--- src/mrc_pkg.sv ---
/*
 * Package for the multiphase regulator configuration and control block.
 * Holds strap encodings, timing counts, mode enumerations and the packed
 * carriers shared by the top module and the phase generator helper.
 * Assumes a 100 MHz system clock.
 */
`default_nettype none

package mrc_pkg;

  // System clock period in ns
  localparam int CLK_PERIOD_NS = 10;

  // Per-phase free-running switching frequency, in kHz
  localparam int SW_FREQ_KHZ = 200;
  // Cycles in one switching period at the system clock
  localparam int SW_PERIOD_CYC = 1000000 / (SW_FREQ_KHZ * CLK_PERIOD_NS);
  // Width of the period counter
  localparam int PER_W = 12;

  // Tail of the code transition flag after a change settles, in cycles
  localparam logic [5:0] CODE_TRANSITION_FLAG_TAIL_CYC = 6'h20;

  // Fixed soft-start length in table-B mode, in switching periods;
  // kept short so that a full start-up fits a short run
  localparam logic [11:0] SS_FIXED_PER = 12'h004;

  // Table-A regulation offset, in microvolts (subtracted)
  localparam int TABLE_A_OFFSET_UV = 19000;
  // Table-A over-voltage margin above the code, in millivolts
  localparam int OV_MARGIN_A_MV = 175;
  // Table-B fixed over-voltage trip, in millivolts
  localparam int OV_FIXED_B_MV = 1800;
  // Table-A older table extension, in microvolts
  localparam int TABLE_A_EXT_UV = 6250;

  // Transient boost gain ceiling
  localparam logic [1:0] BOOST_GAIN_MAX = 2'h2;

  // Code widths
  localparam int CODE_W = 8;
  localparam int CODE_B_W = 6;

  // Number of phases of the power stage
  localparam int NPH = 3;

  // Decoded table mode
  typedef enum logic {MRC_TABLE_B, MRC_TABLE_A} mrc_table_t;

  // Table variant within table-A mode
  typedef enum logic {MRC_VAR_OLD, MRC_VAR_NEW} mrc_var_t;

  // Decoded configuration held from reset release
  typedef struct packed {
    logic three_phase;     // All three phases in use
    mrc_table_t table_mode;  // Table-A or table-B
    mrc_var_t variant;     // Table-A variant
  } mrc_cfg_t;

  // Per-phase drive commands to the power stage
  typedef struct packed {
    logic [NPH-1:0] hs_on;   // High-side turn-on request
    logic [NPH-1:0] ls_en;   // Low-side enable
  } mrc_drive_t;

  // Status outputs to the processor
  typedef struct packed {
    logic startup_done;       // Startup-done or power-good
    logic code_transition;    // Dynamic code change flag
    logic fault;              // Latched fault
    logic therm_warn;         // Thermal warning
    logic therm_alarm;        // Thermal alarm
  } mrc_status_t;

endpackage : mrc_pkg

`default_nettype wire

--- src/mrc_phase_gen.sv ---
/*
 * Interleaved phase clock generator. Produces one period-start pulse per
 * active phase, spread evenly over the switching period.
 * Assumes a same-domain clock enable and a static phase-count choice.
 */
`default_nettype none

module mrc_phase_gen (
  // Clock and reset
  input wire logic sys_clk_i,
  input wire logic rst_b_i,
  input wire logic clk_en_i,
  // Configuration
  input wire logic three_phase_i,
  // Per-phase start pulses
  output logic [mrc_pkg::NPH-1:0] phase_start_o
);
  import mrc_pkg::*;

  localparam logic [PER_W-1:0] PER_LAST = PER_W'(SW_PERIOD_CYC - 1);
  localparam logic [PER_W-1:0] THIRD = PER_W'(SW_PERIOD_CYC / 3);
  localparam logic [PER_W-1:0] HALF = PER_W'(SW_PERIOD_CYC / 2);

  logic [PER_W-1:0] cnt;  // Position within the switching period
  logic [PER_W-1:0] off [NPH];  // Start offset for each phase

  // Period counter at the free-running switching rate
  always_ff @(posedge sys_clk_i or negedge rst_b_i) begin
    if (!rst_b_i) begin
      cnt <= '0;
    end else if (clk_en_i) begin
      cnt <= (cnt == PER_LAST) ? '0 : cnt + 1'b1;
    end
  end

  // Offsets: 120 degrees apart for three, 180 for phases one and three
  always_comb begin
    off[0] = '0;
    off[1] = THIRD;
    off[2] = three_phase_i ? PER_W'(2 * THIRD) : HALF;
  end

  // One pulse per phase; phase two is idle in two-phase mode
  for (genvar p = 0; p < NPH; p++) begin : g_ph
    always_comb begin
      phase_start_o[p] = clk_en_i && (cnt == off[p])
                         && (p != 1 || three_phase_i);
    end
  end

endmodule : mrc_phase_gen

`default_nettype wire

--- src/mrc_sync.sv ---
/*
 * Two-flop synchroniser bank for pin inputs.
 * Assumes inputs arrive asynchronous to sys_clk_i.
 */
`default_nettype none

module mrc_sync #(
  parameter int W = 1
) (
  // Clock and reset
  input wire logic sys_clk_i,
  input wire logic rst_b_i,
  input wire logic clk_en_i,
  // Raw and synchronised levels
  input wire logic [W-1:0] d_i,
  output logic [W-1:0] q_o
);
  logic [W-1:0] meta;  // First stage, read only by the second

  // Two flip-flops before any logic looks at a pin
  always_ff @(posedge sys_clk_i or negedge rst_b_i) begin
    if (!rst_b_i) begin
      meta <= '0;
      q_o <= '0;
    end else if (clk_en_i) begin
      meta <= d_i;
      q_o <= meta;
    end
  end

endmodule : mrc_sync

`default_nettype wire

--- src/mrc_top.sv ---
/*
 * Configuration, sequencing and protection control of a two/three phase
 * step-down regulator controller. Analog comparators outside this block
 * deliver their results as pin-level inputs; the power stage takes the
 * per-phase drive commands.
 */
`default_nettype none

module mrc_top (
  // Clock, reset, enable
  input wire logic sys_clk_i,
  input wire logic rst_b_i,
  input wire logic clk_en_i,
  // Strap pins (1 = floating / resistor present)
  input wire logic phase_count_strap_i,
  input wire logic table_mode_strap_i,
  input wire logic table_variant_select_i,
  input wire logic [1:0] mode_resistor_code_i,
  // Processor voltage code pins, as seen at the pin
  input wire logic [mrc_pkg::CODE_W-1:0] voltage_code_inputs_i,
  // Analog comparator results
  input wire logic supply_ok_i,
  input wire logic ov_trip_i,
  input wire logic prelim_ov_i,
  input wire logic oc_trip_i,
  input wire logic load_step_i,
  input wire logic boost_enable_i,
  input wire logic in_regulation_i,
  input wire logic [1:0] thermal_level_i,
  input wire logic [mrc_pkg::NPH-1:0] pwm_i,
  // Configuration seen by the analog core
  output mrc_pkg::mrc_cfg_t cfg_o,
  output logic [mrc_pkg::CODE_W-1:0] ref_tap_o,
  output logic ref_offset_en_o,
  output logic [1:0] boost_gain_o,
  // Power stage drive and status to the processor
  output mrc_pkg::mrc_drive_t drive_o,
  output mrc_pkg::mrc_status_t status_o
);
  import mrc_pkg::*;

  typedef enum logic [1:0] {ST_OFF, ST_SOFT, ST_RUN} mrc_seq_t;

  localparam int NSYNC = 10 + CODE_W;

  logic [NSYNC-1:0] raw;      // Pins before synchronising
  logic [NSYNC-1:0] syn;      // Pins after two flops
  logic [CODE_W-1:0] code_pin; // Synchronised code pins
  logic cfg_taken;            // Straps already captured
  logic [1:0] ss_sel;         // Soft-start choice from the resistor
  mrc_seq_t state;            // Start-up sequence state
  mrc_seq_t next_state;
  logic [11:0] ss_cnt;        // Soft-start period counter
  logic [11:0] ss_len;        // Soft-start length in periods
  logic ov_latch;             // Over-voltage latch
  logic oc_latch;             // Over-current latch
  logic [CODE_W-1:0] code_q;  // Decoded code last cycle
  logic [CODE_W-1:0] code_dec;  // Decoded code this cycle
  logic [5:0] tail_cnt;       // Transition flag tail counter
  logic [NPH-1:0] ph_start;   // Interleaved period starts
  logic [NPH-1:0] active_ph;  // Phases in use
  logic boost_now;            // Boost firing this cycle

  // Pins from outside, except supply_ok_i, boost_enable_i and the straps, cross into the clock domain first
  assign raw = {voltage_code_inputs_i, pwm_i, thermal_level_i,
                in_regulation_i, load_step_i, oc_trip_i, ov_trip_i,
                prelim_ov_i};

  mrc_sync #(.W(NSYNC)) u_sync (
    .sys_clk_i(sys_clk_i),
    .rst_b_i(rst_b_i),
    .clk_en_i(clk_en_i),
    .d_i(raw),
    .q_o(syn)
  );

  assign code_pin = syn[NSYNC-1 -: CODE_W];

  // Strap capture on the first enabled edge after reset release
  always_ff @(posedge sys_clk_i or negedge rst_b_i) begin
    if (!rst_b_i) begin
      cfg_taken <= 1'b0;
      cfg_o <= '0;
      ss_sel <= '0;
      boost_gain_o <= BOOST_GAIN_MAX;
    end else if (clk_en_i && !cfg_taken) begin
      cfg_taken <= 1'b1;
      cfg_o.three_phase <= !phase_count_strap_i;
      cfg_o.table_mode <= table_mode_strap_i ? MRC_TABLE_A
                                             : MRC_TABLE_B;
      // Variant is only meaningful in table-A; frozen for good
      cfg_o.variant <= (table_mode_strap_i && table_variant_select_i)
                       ? MRC_VAR_NEW : MRC_VAR_OLD;
      ss_sel <= table_mode_strap_i ? mode_resistor_code_i : 2'h0;
      // Gain from the resistor, capped; table-B fixed at the cap
      if (table_mode_strap_i && mode_resistor_code_i < BOOST_GAIN_MAX)
      begin
        boost_gain_o <= mode_resistor_code_i;
      end else begin
        boost_gain_o <= BOOST_GAIN_MAX;
      end
    end
  end

  // Offset applies in table-A only
  assign ref_offset_en_o = (cfg_o.table_mode == MRC_TABLE_A);

  // Soft-start length: resistor-chosen in table-A, fixed in table-B
  always_comb begin
    ss_len = SS_FIXED_PER;
    if (cfg_o.table_mode == MRC_TABLE_A) begin
      ss_len = SS_FIXED_PER << ss_sel;
    end
  end

  // Code decode: table-A reads pins as is (open pins read one);
  // table-B keeps six bits (open pins read zero), upper bits masked
  always_comb begin
    if (cfg_o.table_mode == MRC_TABLE_A) begin
      code_dec = code_pin;
    end else begin
      code_dec = {2'h0, code_pin[CODE_B_W-1:0]};
    end
  end

  // Registered code selects the reference divider tap
  always_ff @(posedge sys_clk_i or negedge rst_b_i) begin
    if (!rst_b_i) begin
      code_q <= '0;
      ref_tap_o <= '0;
    end else if (clk_en_i) begin
      code_q <= code_dec;
      ref_tap_o <= code_dec;
    end
  end

  // Transition flag, table-B only: high while the code moves, then 32 more cycles
  always_ff @(posedge sys_clk_i or negedge rst_b_i) begin
    if (!rst_b_i) begin
      tail_cnt <= '0;
      status_o.code_transition <= 1'b0;
    end else if (clk_en_i) begin
      if (cfg_o.table_mode != MRC_TABLE_B || !cfg_taken) begin
        tail_cnt <= '0;
        status_o.code_transition <= 1'b0;
      end else if (code_dec != code_q) begin
        tail_cnt <= CODE_TRANSITION_FLAG_TAIL_CYC;
        status_o.code_transition <= 1'b1;
      end else if (tail_cnt != 6'h0) begin
        tail_cnt <= tail_cnt - 6'h1;
        status_o.code_transition <= 1'b1;
      end else begin
        status_o.code_transition <= 1'b0;
      end
    end
  end

  mrc_phase_gen u_phase (
    .sys_clk_i(sys_clk_i),
    .rst_b_i(rst_b_i),
    .clk_en_i(clk_en_i),
    .three_phase_i(cfg_o.three_phase),
    .phase_start_o(ph_start)
  );

  // Sequencer: off, soft-start, running
  always_comb begin
    next_state = state;
    case (state)
      ST_OFF: if (supply_ok_i && cfg_taken && !ov_latch && !oc_latch)
        next_state = ST_SOFT;
      ST_SOFT: if (ss_cnt >= ss_len) next_state = ST_RUN;
      ST_RUN: next_state = ST_RUN;
      default: next_state = ST_OFF;
    endcase
    if (!supply_ok_i || ov_latch || oc_latch) begin
      next_state = ST_OFF;
    end
  end

  // Sequence state and soft-start counting per switching period
  always_ff @(posedge sys_clk_i or negedge rst_b_i) begin
    if (!rst_b_i) begin
      state <= ST_OFF;
      ss_cnt <= '0;
    end else if (clk_en_i) begin
      state <= next_state;
      if (state != ST_SOFT) begin
        ss_cnt <= '0;
      end else if (ph_start[0]) begin
        ss_cnt <= ss_cnt + 12'h1;
      end
    end
  end

  // Protection latches, cleared only by reset
  always_ff @(posedge sys_clk_i or negedge rst_b_i) begin
    if (!rst_b_i) begin
      ov_latch <= 1'b0;
      oc_latch <= 1'b0;
    end else if (clk_en_i) begin
      if (syn[1] || (!supply_ok_i && syn[0])) begin
        ov_latch <= 1'b1;
      end
      if (syn[2] && state != ST_OFF) begin
        oc_latch <= 1'b1;
      end
    end
  end

  // Start-up done / power-good and the other status outputs
  always_ff @(posedge sys_clk_i or negedge rst_b_i) begin
    if (!rst_b_i) begin
      status_o.startup_done <= 1'b0;
      status_o.fault <= 1'b0;
      status_o.therm_warn <= 1'b0;
      status_o.therm_alarm <= 1'b0;
    end else if (clk_en_i) begin
      if (cfg_o.table_mode == MRC_TABLE_A) begin
        status_o.startup_done <= (state == ST_RUN);
      end else begin
        status_o.startup_done <= (state == ST_RUN) && syn[4];
      end
      status_o.fault <= ov_latch || oc_latch;
      status_o.therm_warn <= syn[5];
      status_o.therm_alarm <= syn[6];
    end
  end

  assign active_ph = cfg_o.three_phase ? 3'b111 : 3'b101;
  // Boost only with the feature on and a load step seen while running
  assign boost_now = boost_enable_i && syn[3] && state == ST_RUN;

  // Power stage commands, priority: over-current, over-voltage, normal
  always_ff @(posedge sys_clk_i or negedge rst_b_i) begin
    if (!rst_b_i) begin
      drive_o <= '0;
    end else if (clk_en_i) begin
      if (oc_latch) begin
        drive_o <= '0;
      end else if (ov_latch) begin
        drive_o.hs_on <= '0;
        drive_o.ls_en <= active_ph;
      end else if (state == ST_OFF) begin
        drive_o <= '0;
      end else begin
        if (boost_now) begin
          drive_o.hs_on <= active_ph;
        end else begin
          drive_o.hs_on <= syn[9:7] & active_ph;
        end
        drive_o.ls_en <= (state == ST_SOFT) ? '0 : active_ph;
      end
    end
  end

  // Checks
  a_oc_kills_drive: assert property (@(posedge sys_clk_i)
    disable iff (!rst_b_i) oc_latch && clk_en_i |=> drive_o == '0)
    else $error("drive active after over-current");
  a_ov_low_side: assert property (@(posedge sys_clk_i)
    disable iff (!rst_b_i) ov_latch && !oc_latch && clk_en_i
    |=> drive_o.ls_en == active_ph && status_o.fault)
    else $error("over-voltage response missing");
  a_soft_no_ls: assert property (@(posedge sys_clk_i)
    disable iff (!rst_b_i) state == ST_SOFT |-> drive_o.ls_en == '0)
    else $error("low side on in soft-start");
  a_two_phase_idle: assert property (@(posedge sys_clk_i)
    disable iff (!rst_b_i) !cfg_o.three_phase |-> !drive_o.hs_on[1]
    && !drive_o.ls_en[1])
    else $error("phase two used in two-phase mode");
  a_cfg_static: assert property (@(posedge sys_clk_i)
    disable iff (!rst_b_i) cfg_taken |=> $stable(cfg_o))
    else $error("configuration changed");
  a_tail_holds: assert property (@(posedge sys_clk_i)
    disable iff (!rst_b_i) clk_en_i && cfg_o.table_mode == MRC_TABLE_B
    && cfg_taken && code_dec != code_q |=> status_o.code_transition[*8])
    else $error("transition flag dropped early");
  a_pg_reg: assert property (@(posedge sys_clk_i)
    disable iff (!rst_b_i) status_o.startup_done
    && cfg_o.table_mode == MRC_TABLE_B |-> $past(syn[4]))
    else $error("power-good without regulation");
  a_boost_gain: assert property (@(posedge sys_clk_i)
    disable iff (!rst_b_i) boost_gain_o <= BOOST_GAIN_MAX
    && (cfg_o.table_mode == MRC_TABLE_A || boost_gain_o == 2'h2))
    else $error("boost gain out of range");
  a_offset_mode: assert property (@(posedge sys_clk_i)
    disable iff (!rst_b_i) ref_offset_en_o
    == (cfg_o.table_mode == MRC_TABLE_A))
    else $error("offset enable wrong for table");

endmodule : mrc_top

`default_nettype wire

--- config.mk ---
export PLATFORM = sky130hd
export DESIGN_NAME = mrc_top
export DESIGN_NICKNAME = d
export VERILOG_FILES = /design/src/mrc_pkg.sv /design/src/mrc_phase_gen.sv /design/src/mrc_sync.sv /design/src/mrc_top.sv
export SDC_FILE = /design/constraint.sdc
export NUM_CORES = 1
export LEC_CHECK = 0
export BUFFER_PORTS_ARGS = -buffer_cell sky130_fd_sc_hd__buf_2
export CAP_MARGIN = 20
export CORE_MARGIN = 2
export CORE_UTILIZATION = 30
export CTS_BUF_LIST = sky130_fd_sc_hd__clkbuf_8 sky130_fd_sc_hd__clkbuf_16
export DETAILED_ROUTE_END_ITERATION = 16
export HOLD_SLACK_MARGIN = 0.1
export PLACE_DENSITY = 0.54
export SKIP_CTS_REPAIR_TIMING = 1
export SLEW_MARGIN = 30
export SYNTH_ARGS = -nofsm -noshare
export SYNTH_HDL_FRONTEND = slang
export SYNTH_HIERARCHICAL = 1
export SYNTH_SLANG_ARGS = --single-unit
--- constraint.sdc ---
create_clock -name sys_clk_i -period 4 [get_ports sys_clk_i]
set_input_delay 0.8 -clock sys_clk_i [delete_from_list [all_inputs] [get_ports sys_clk_i]]
set_output_delay 0.8 -clock sys_clk_i [all_outputs]
set_load 0.005 [all_outputs]
**After elaboration in Yosys (flattened, before gate mapping)**

Index checks and enable logic that the tools add are counted.

- Register bits after elaboration: 97
- Bits in latches: 0
- Memory bits (writable): 0
- Bits in read-only memories: 0
- Input port bits: 28
- Output and inout port bits: 25
- Logic and storage cells: 95
- Memories: 0

- Add/sub/neg operators: 3
- Multipliers: 0
- Div/mod/pow operators: 0
- Magnitude comparators: 2
- Equal/unequal tests: 7
- Shift operators: 1
- Multiplexer cells: 26
- Bitwise operators: 1
- Reductions and logical operators: 33

Operator list:

| operator | number |
|---|---|
| two-way mux 12 bit | 4 |
| two-way mux 6 bit | 6 |
| adder 12 x 1 -> 12 bit (second input constant) | 2 |
| == test 12 x 9 -> 1 bit (second input constant) | 1 |
| greater-or-equal comparator 12 bit | 1 |
| logical AND 1 bit | 12 |
| logical NOT 12 bit | 1 |
| two-way mux 2 bit | 6 |
| << shifter 3 x 2 -> 12 bit (first input constant) | 1 |
| two-way mux 8 bit | 1 |
| inequality test 8 bit | 1 |
| AND reduction 2 bit | 4 |
| two-way mux 1 bit | 6 |
| two-way mux 3 bit | 2 |
| inequality test 3 bit (second input constant) | 2 |
| case mux 2 bit (3 select lines) | 1 |
| nonzero test 6 bit | 1 |
| subtractor 6 x 1 -> 6 bit (second input constant) | 1 |
| logical NOT 1 bit | 5 |
| logical OR 1 bit | 5 |
| nonzero test 2 bit | 2 |
| bitwise AND 3 bit | 1 |
| AND reduction 3 bit | 1 |
| nonzero test 3 bit | 1 |
| other kinds (5) | 5 |

**Depth between registers and ports, before layout**

Gate-level depths: netlist of run 1.

- Depth in word-level cells: 6
- Mapped depth: 9
- Gate-level depth less buffers: 8

**By module**

Netlist of run 1, hierarchy kept.

Modules (own cells, without submodules):

| module | instances | cells each | area each (um^2) | sequential area each (um^2) |
|---|---|---|---|---|
| mrc_top | 1 | 257 | 2541.2 | 1202.4 |
| mrc_sync | 1 | 76 | 1490.2 | 900.9 |
| mrc_phase_gen | 1 | 73 | 688.2 | 300.3 |

**Least setup slack after synthesis of run 1**

OpenSTA, ideal clock, no wires.

- Kind: in2reg
- From: in clk_en_i
- To: reg ss_cnt[6]
- Library setup time: 0.078 ns
- Data arrival time: 2.861 ns
- Required time: 3.922 ns
- Slack: 1.060 ns
- Cell stages on the path: 8
- Buffers on the path: 0
- Path through: or4b_1 -> or4_1 -> and4bb_2 -> nand2b_1 -> and3_1 -> nand3_1 -> or3_1 -> a21oi_1

- Longest elaborated chain between the ends: 3

RTL lines:

| element | RTL line | source |
|---|---|---|
| from (decl) | mrc_top.sv:13 | `input wire logic clk_en_i,` |
| logical AND 1 bit | mrc_phase_gen.sv:46 | `phase_start_o[p] = clk_en_i && (cnt == off[p])` |
| named net ph_start[0] | mrc_top.sv:60 | `logic [NPH-1:0] ph_start;` |
| nonzero test 2 bit (no line) | - |  |
| AND reduction 2 bit (no line) | - |  |
| to (signal assigned) | mrc_top.sv:191 | `ss_cnt <= ss_cnt + 12'h1;` |
| to (decl) | mrc_top.sv:53 | `logic [11:0] ss_cnt;` |

The timed path passes the listed nets, and every way through them passes these cells.
A chain may end at the register's enable or synchronous reset.

**Worst setup path in the final report of run 1**

- From: in clk_en_i
- To: reg ss_cnt[8]

Same word-level chain as after synthesis.

==> out/metrics.cfg, run 1 <==
[global_routing]
grt_overflow=0
first_global_vias=3266
track_usage_pct=11.60
antenna_found_initial=0
grt_max_degree=79
grt_pass1_wl_um=15530

[detailed_routing]
drc=0
wl_um=8959
avgViaCountPerCell=4.852
route.met3.wl_um=341
wirelength_met1_um=4307
maxUsedRoutingLayer=met4
drt-initial-drc-count=173
ant_nets=0
vias=3115
wl_per_cell_um=13.95
first_pass_iters=6
route.met2.wl_um=4182

[timing]
fin_crit_sh_pct=71.93
max_freq_ghz=0.3475
final.setup.tns_ns=0
period_needed_ns=2.877
rsz0062_at_grt=false
slew_headroom_pct=51.63
fin_skew_ns=0.005171
hold_violations=0
tightest_slew_ns=0.7256
drv_slew=0
setup_viol=0

[die]
die_area_um2=16560
num_rows=45
coreArea_um2=15200
die_h_um=128.7
initial_utilization_pct=30.67
io_pins=53
fp.dieW_um=128.7

[setup_path]
crit_arrival_ns=3.13
slowest_delay_ns=0.46
rrSetupSlack_ns=1.17
crit_type=in2reg
start_kind=input port
path_cells=buf_4 > or4b_1 > or4_1 > and4bb_2 > nand2b_1 > and3_1 > nand3_1 > or3_1 > a21oi_1
setup.worst_path.end_class=flop
crit_slowest_cell=or4b_1
crit_path_max_fanout=7
crit_required_ns=4.25

[logic_synthesis]
syn_inst=398
syn_nets=438
yosys_warnings=6
post_synth_instance_area_um2=4663
syn_avg_cell_area_um2=11.72

[place]
io_buffers=52
post-dp-hpwl_um=6152
postPlaceCellArea_um2=5062
gp_congestion=0.7848

[clock_network]
cts_inserted_buffers=9
htree_levels=3
clkTransAtPathRegs_ns=0.06
clock_tree.buffer_depth=2
cts.sinks=96
root_buffer=clkbuf_16
cts_tree=done
clk_latency_ns=0.34

[power_and_ir_drop]
p_leak_nw=2.496
comb_power_share_pct=14.2
finalPower_mw=2.421
irDropWorstVdd_mv=0.2147
p_per_area_nw_per_um2=450.1
seqPwrFrac_pct=48.6
swShare_pct=25.73
clkPwrFrac_pct=37.2
p_int_mw=1.798
switching_power_uw=623.0

[cells_and_area]
areaGrowthSynthToFinish_pct=15.35
final_util_pct=35.38
drive_gt1_share_pct=27.31
antenna_cells=0
post-route-cell-area_um2=5379
fin_nets=489

[flow_run]
drv_cap=0

[outcome]
status=completed

[hold_path]
hp-class=reg2reg

per-stage QoR:
step | setup WS (ns) | hold slack [ns] | std cells
after floorplan | 1.117 | 0.4479 | 398
after global routing | 0.9546 | 0.5169 | 642
final | 1.123 | 0.4781 | 642
after CTS | 1.131 | 0.4874 | 642
after detailed placement | 0.7956 | 0.4729 | 626
after global placement | 0.8763 | 0.4596 | 626
worst max-delay path, delay by kind of cell:
family | cells | cell delay [ns]
and+or+nand+nor | 7 | 2.05
AOI/OAI and AO/OA | 1 | 0.16
buffers and inverters | 1 | 0.11
final cells by class:
cell class | instances | area [µm²]
Clock inverter | 7 | 87.58
Timing Repair Buffer | 55 | 291.5
Inverter | 22 | 82.58
Tap cell | 188 | 235.2
Sequential cell | 96 | 2404
Clock buffer | 9 | 225.2
Fill cell | 1506 | 9823
Multi-Input combinational cell | 265 | 2053
sequential cells by signal (all words and copies together), names as in the netlist:
signal,flops
u_sync/meta,18
u_sync/q_o,18
ss_cnt,12
u_phase/cnt,12
code_q,8
tail_cnt,6
drive_o,5
status_o,5
boost_gain_o,2
cfg_o,2
ss_sel,2
state,2
cfg_taken,1
oc_latch,1
ov_latch,1
ref_offset_en_o,1
power by group through the flow:
stage | sequential, mW | clock [mW] | combinational [mW]
after floorplan | 1.17 | 0 | 0.254
after global placement | 1.19 | 0 | 0.340
after detailed placement | 1.19 | 0 | 0.349
after CTS | 1.18 | 0.932 | 0.351
after global routing | 1.20 | 0.974 | 0.387
final | 1.18 | 0.901 | 0.344
cell usage in the layout, fill, tap and decap left out, drive strengths merged, types with 5 or more instances in the layout:
cell type,count
a21oi,10
ha,12
nor4,9
xor2,15
dfrtp,95
mux2,46
nand2,25
a21o,5
nand3,12
buf,55
nor3,5
or3,7
clkbuf,9
inv,23
nor2,22
o21ai,30
nand4,7
and3,6
path summary, 6_finish.rpt:
path	from	to	cells past startpoint
setup / recovery	clk_en_i	ss_cnt[8]	9
hold / removal	boost_gain_o[0]	boost_gain_o[0]	2
setup reg to reg	u_phase/cnt[9]	ss_cnt[8]	8
hold reg to reg	boost_gain_o[0]	boost_gain_o[0]	2
max in group asynchronous	rst_b_i	u_sync/meta[0]	2
min in group asynchronous	rst_b_i	u_phase/cnt[10]	1
metal layers:
layer  global-route usage (%)  vias to the layer above
li1                         -                     1517
met1                    15.07                     1535
met2                    18.64                       52
met3                    2.536                       11
met4                    5.115                        0
met5                        0                        -
No activity file was read; power rests on OpenSTA's default activity.
==> run 2, diff against run 1 <==
--- a/config.mk
+++ b/config.mk
@@ -12,7 +12,7 @@
 export CTS_BUF_LIST = sky130_fd_sc_hd__clkbuf_8 sky130_fd_sc_hd__clkbuf_16
 export DETAILED_ROUTE_END_ITERATION = 16
 export HOLD_SLACK_MARGIN = 0.1
-export PLACE_DENSITY = 0.54
+export PLACE_DENSITY = 0.56
 export SKIP_CTS_REPAIR_TIMING = 1
 export SLEW_MARGIN = 30
 export SYNTH_ARGS = -nofsm -noshare
==> constraint.sdc (replaced) <==
create_clock -name sys_clk_i -period 2.35 [get_ports sys_clk_i]
set_input_delay 0.47 -clock sys_clk_i [delete_from_list [all_inputs] [get_ports sys_clk_i]]
set_output_delay 0.47 -clock sys_clk_i [all_outputs]
set_load 0.005 [all_outputs]
==> run 2 against run 1 <==
The flow now finishes with violations (setup timing). Critical endpoint unchanged. Worst hold slack worse by 0.36 ns. Total power up 66%. Die area stayed put. Register-to-register slack worse by 1.5 ns. Final area rose by 3.0%. Sequential cell count is the same. Critical path type is now reg2reg. Non-clock buffer count rose by 17. Global-route usage rose by 0.83 points. Highest routed layer unchanged. Critical path depth fell by 1. Utilization rose by 1.1 points.
==> out/metrics.cfg, run 2 (synthesis results as in run 1) <==
[cells_and_area]
final_common_cell=dfrtp_1
top_regs=u_sync/meta x18, u_sync/q_o x18
drive_gt1_share_pct=31.91  ; +4.6 points
antenna_cells=0  ; unchanged
most-common-layout-cells=dfrtp_1 (94), buf_2 (50), o21ai_0 (30), mux2_4 (30), nand2_1 (25)
fin_nets=506  ; +3.5%
areaGrowthSynthToFinish_pct=18.84

[die]
die_h_um=128.7  ; unchanged
die_area_um2=16560  ; unchanged
coreArea_um2=15200  ; unchanged
num_rows=45  ; unchanged
initial_utilization_pct=30.67  ; unchanged
io_pins=53  ; unchanged
fp.dieW_um=128.7  ; unchanged

[hold_path]
hp-class=in2async

[timing]
setup_slack_ns=-0.3026  ; -1.425 ns
hold_violations=0  ; unchanged
max_freq_ghz=0.3770
period_needed_ns=2.653
tightest_slew_ns=0.7655  ; +0.03987 ns
fin_skew_ns=0.009299  ; +0.004128 ns
drv_slew=0  ; unchanged
rsz0062_at_grt=true
fin_hold_ws_ns=0.1228  ; -0.3553 ns
fin_crit_sh_pct=112.9
slew_headroom_pct=48.97  ; -2.7 points
setup_viol=9  ; +9

[global_routing]
grt_overflow=0  ; unchanged
track_usage_pct=12.43  ; +0.83 points
grt_max_degree=83  ; +5.1%
grt_pass1_wl_um=16040  ; +3.3%
antenna_found_initial=0  ; unchanged
first_global_vias=3211  ; -1.7%

[setup_path]
crit_required_ns=2.63  ; -1.62 ns
r2r_start=u_phase/cnt[11]
crit_arrival_ns=2.93  ; -0.20 ns
crit_path_max_fanout=7  ; unchanged
crit_type=reg2reg
setup.worst_path.end_class=flop
start_kind=flop
critPathLaunch=u_phase/cnt[11]

[detailed_routing]
avgViaCountPerCell=4.862  ; +0.20%
drc=0  ; unchanged
wl_um=9571  ; +6.8%
first_pass_iters=4  ; -2
drt-initial-drc-count=188  ; +8.7%
ant_nets=0  ; unchanged
wl_per_cell_um=14.55  ; +4.2%
vias=3199  ; +2.7%

[clock_network]
cts_tree=done
clkTransAtPathRegs_ns=0.07  ; about the same
root_buffer=clkbuf_16
cts.sinks=96  ; unchanged
htree_levels=3  ; unchanged
clk_latency_ns=0.36  ; +0.02 ns
cts_inserted_buffers=9  ; unchanged
clock_tree.buffer_depth=2  ; unchanged

[power_and_ir_drop]
finalPower_mw=4.023  ; +66%
irDropWorstVdd_mv=0.3534  ; +65%
p_per_area_nw_per_um2=725.9  ; +61%
p_leak_nw=2.558  ; +2.4%

[outcome]
status=finished, violations left
violations=setup timing

[flow_run]
drv_cap=0  ; unchanged

[place]
post-dp-hpwl_um=6683  ; +8.6%
io_buffers=52  ; unchanged
gp_congestion=0.8251  ; +5.1%

-- run 2: cell types whose count changed in the layout (fill, tap and decap cells not counted), moves of 2 or more --
cell	previous run	this run
a21oi_1	10	7
a21oi_2	0	3
buf_12	0	2
buf_4	4	18
bufinv_16	2	0
clkinv_2	3	0
clkinvlp_4	0	2
inv_6	0	3
-- run 2: power breakdown --
group	internal, mW	switching [mW]	leakage, nW
logic	0.339	0.303	1.24
clock network	0.724	0.662	0.129
registers	1.83	0.163	1.19
-- run 2: worst paths after layout --
check,end,slack [ns],cells past startpoint
setup / recovery,ss_cnt[8],-0.30,8
hold / removal,u_phase/cnt[11],0.12,1
setup reg to reg,ss_cnt[8],-0.30,8
hold reg to reg,boost_gain_o[1],0.48,2
max in group asynchronous,u_sync/q_o[16],1.64,2
min in group sys_clk_i,cfg_o[2],0.33,2
-- run 2: stage by stage --
| stage | util [%] | area [µm²] | setup TNS, ns | setup slack (ns) | cells |
|---|---|---|---|---|---|
| floorplan | - | 4690 | -0.9543 | -0.1633 | 398 |
| global placement | 34.37 | 5225 | -2.842 | -0.3652 | 641 |
| detailed placement | 34.40 | 5229 | -2.925 | -0.4436 | 641 |
| CTS | 36.21 | 5504 | -2.039 | -0.3545 | 656 |
| global route | 36.45 | 5542 | -3.017 | -0.4006 | 658 |
| finish | 36.45 | 5542 | -2.131 | -0.3026 | 658 |
-- run 2: routing by layer --
metal,global-route usage [%],up-vias,wire length [µm]
li1,-,1557,-
met4,6.202,0,214
met1,17.46,1571,4918
met3,2.370,14,272
met5,0,-,0
met2,18.36,57,4167
-- run 2: area by class of cell --
type | instances | area (µm²)
multi-input cells | 265 | 2096
flip-flops and latches | 96 | 2405
repair buffers | 72 | 447.9
inverters | 22 | 82.58
clock inverters | 6 | 50.05
fillers | 1479 | 9661
well taps | 188 | 235.2
clock buffers | 9 | 225.2
-- run 2: critical path, stage by stage (launching register included) --
cell and delay (ns):
dfrtp_1 0.39, or4b_4 0.54, or4_1 0.40, and4bb_2 0.34, nand2b_4 0.14, and3_4 0.19, nand3_4 0.09, or3_1 0.35
a21oi_2 0.14
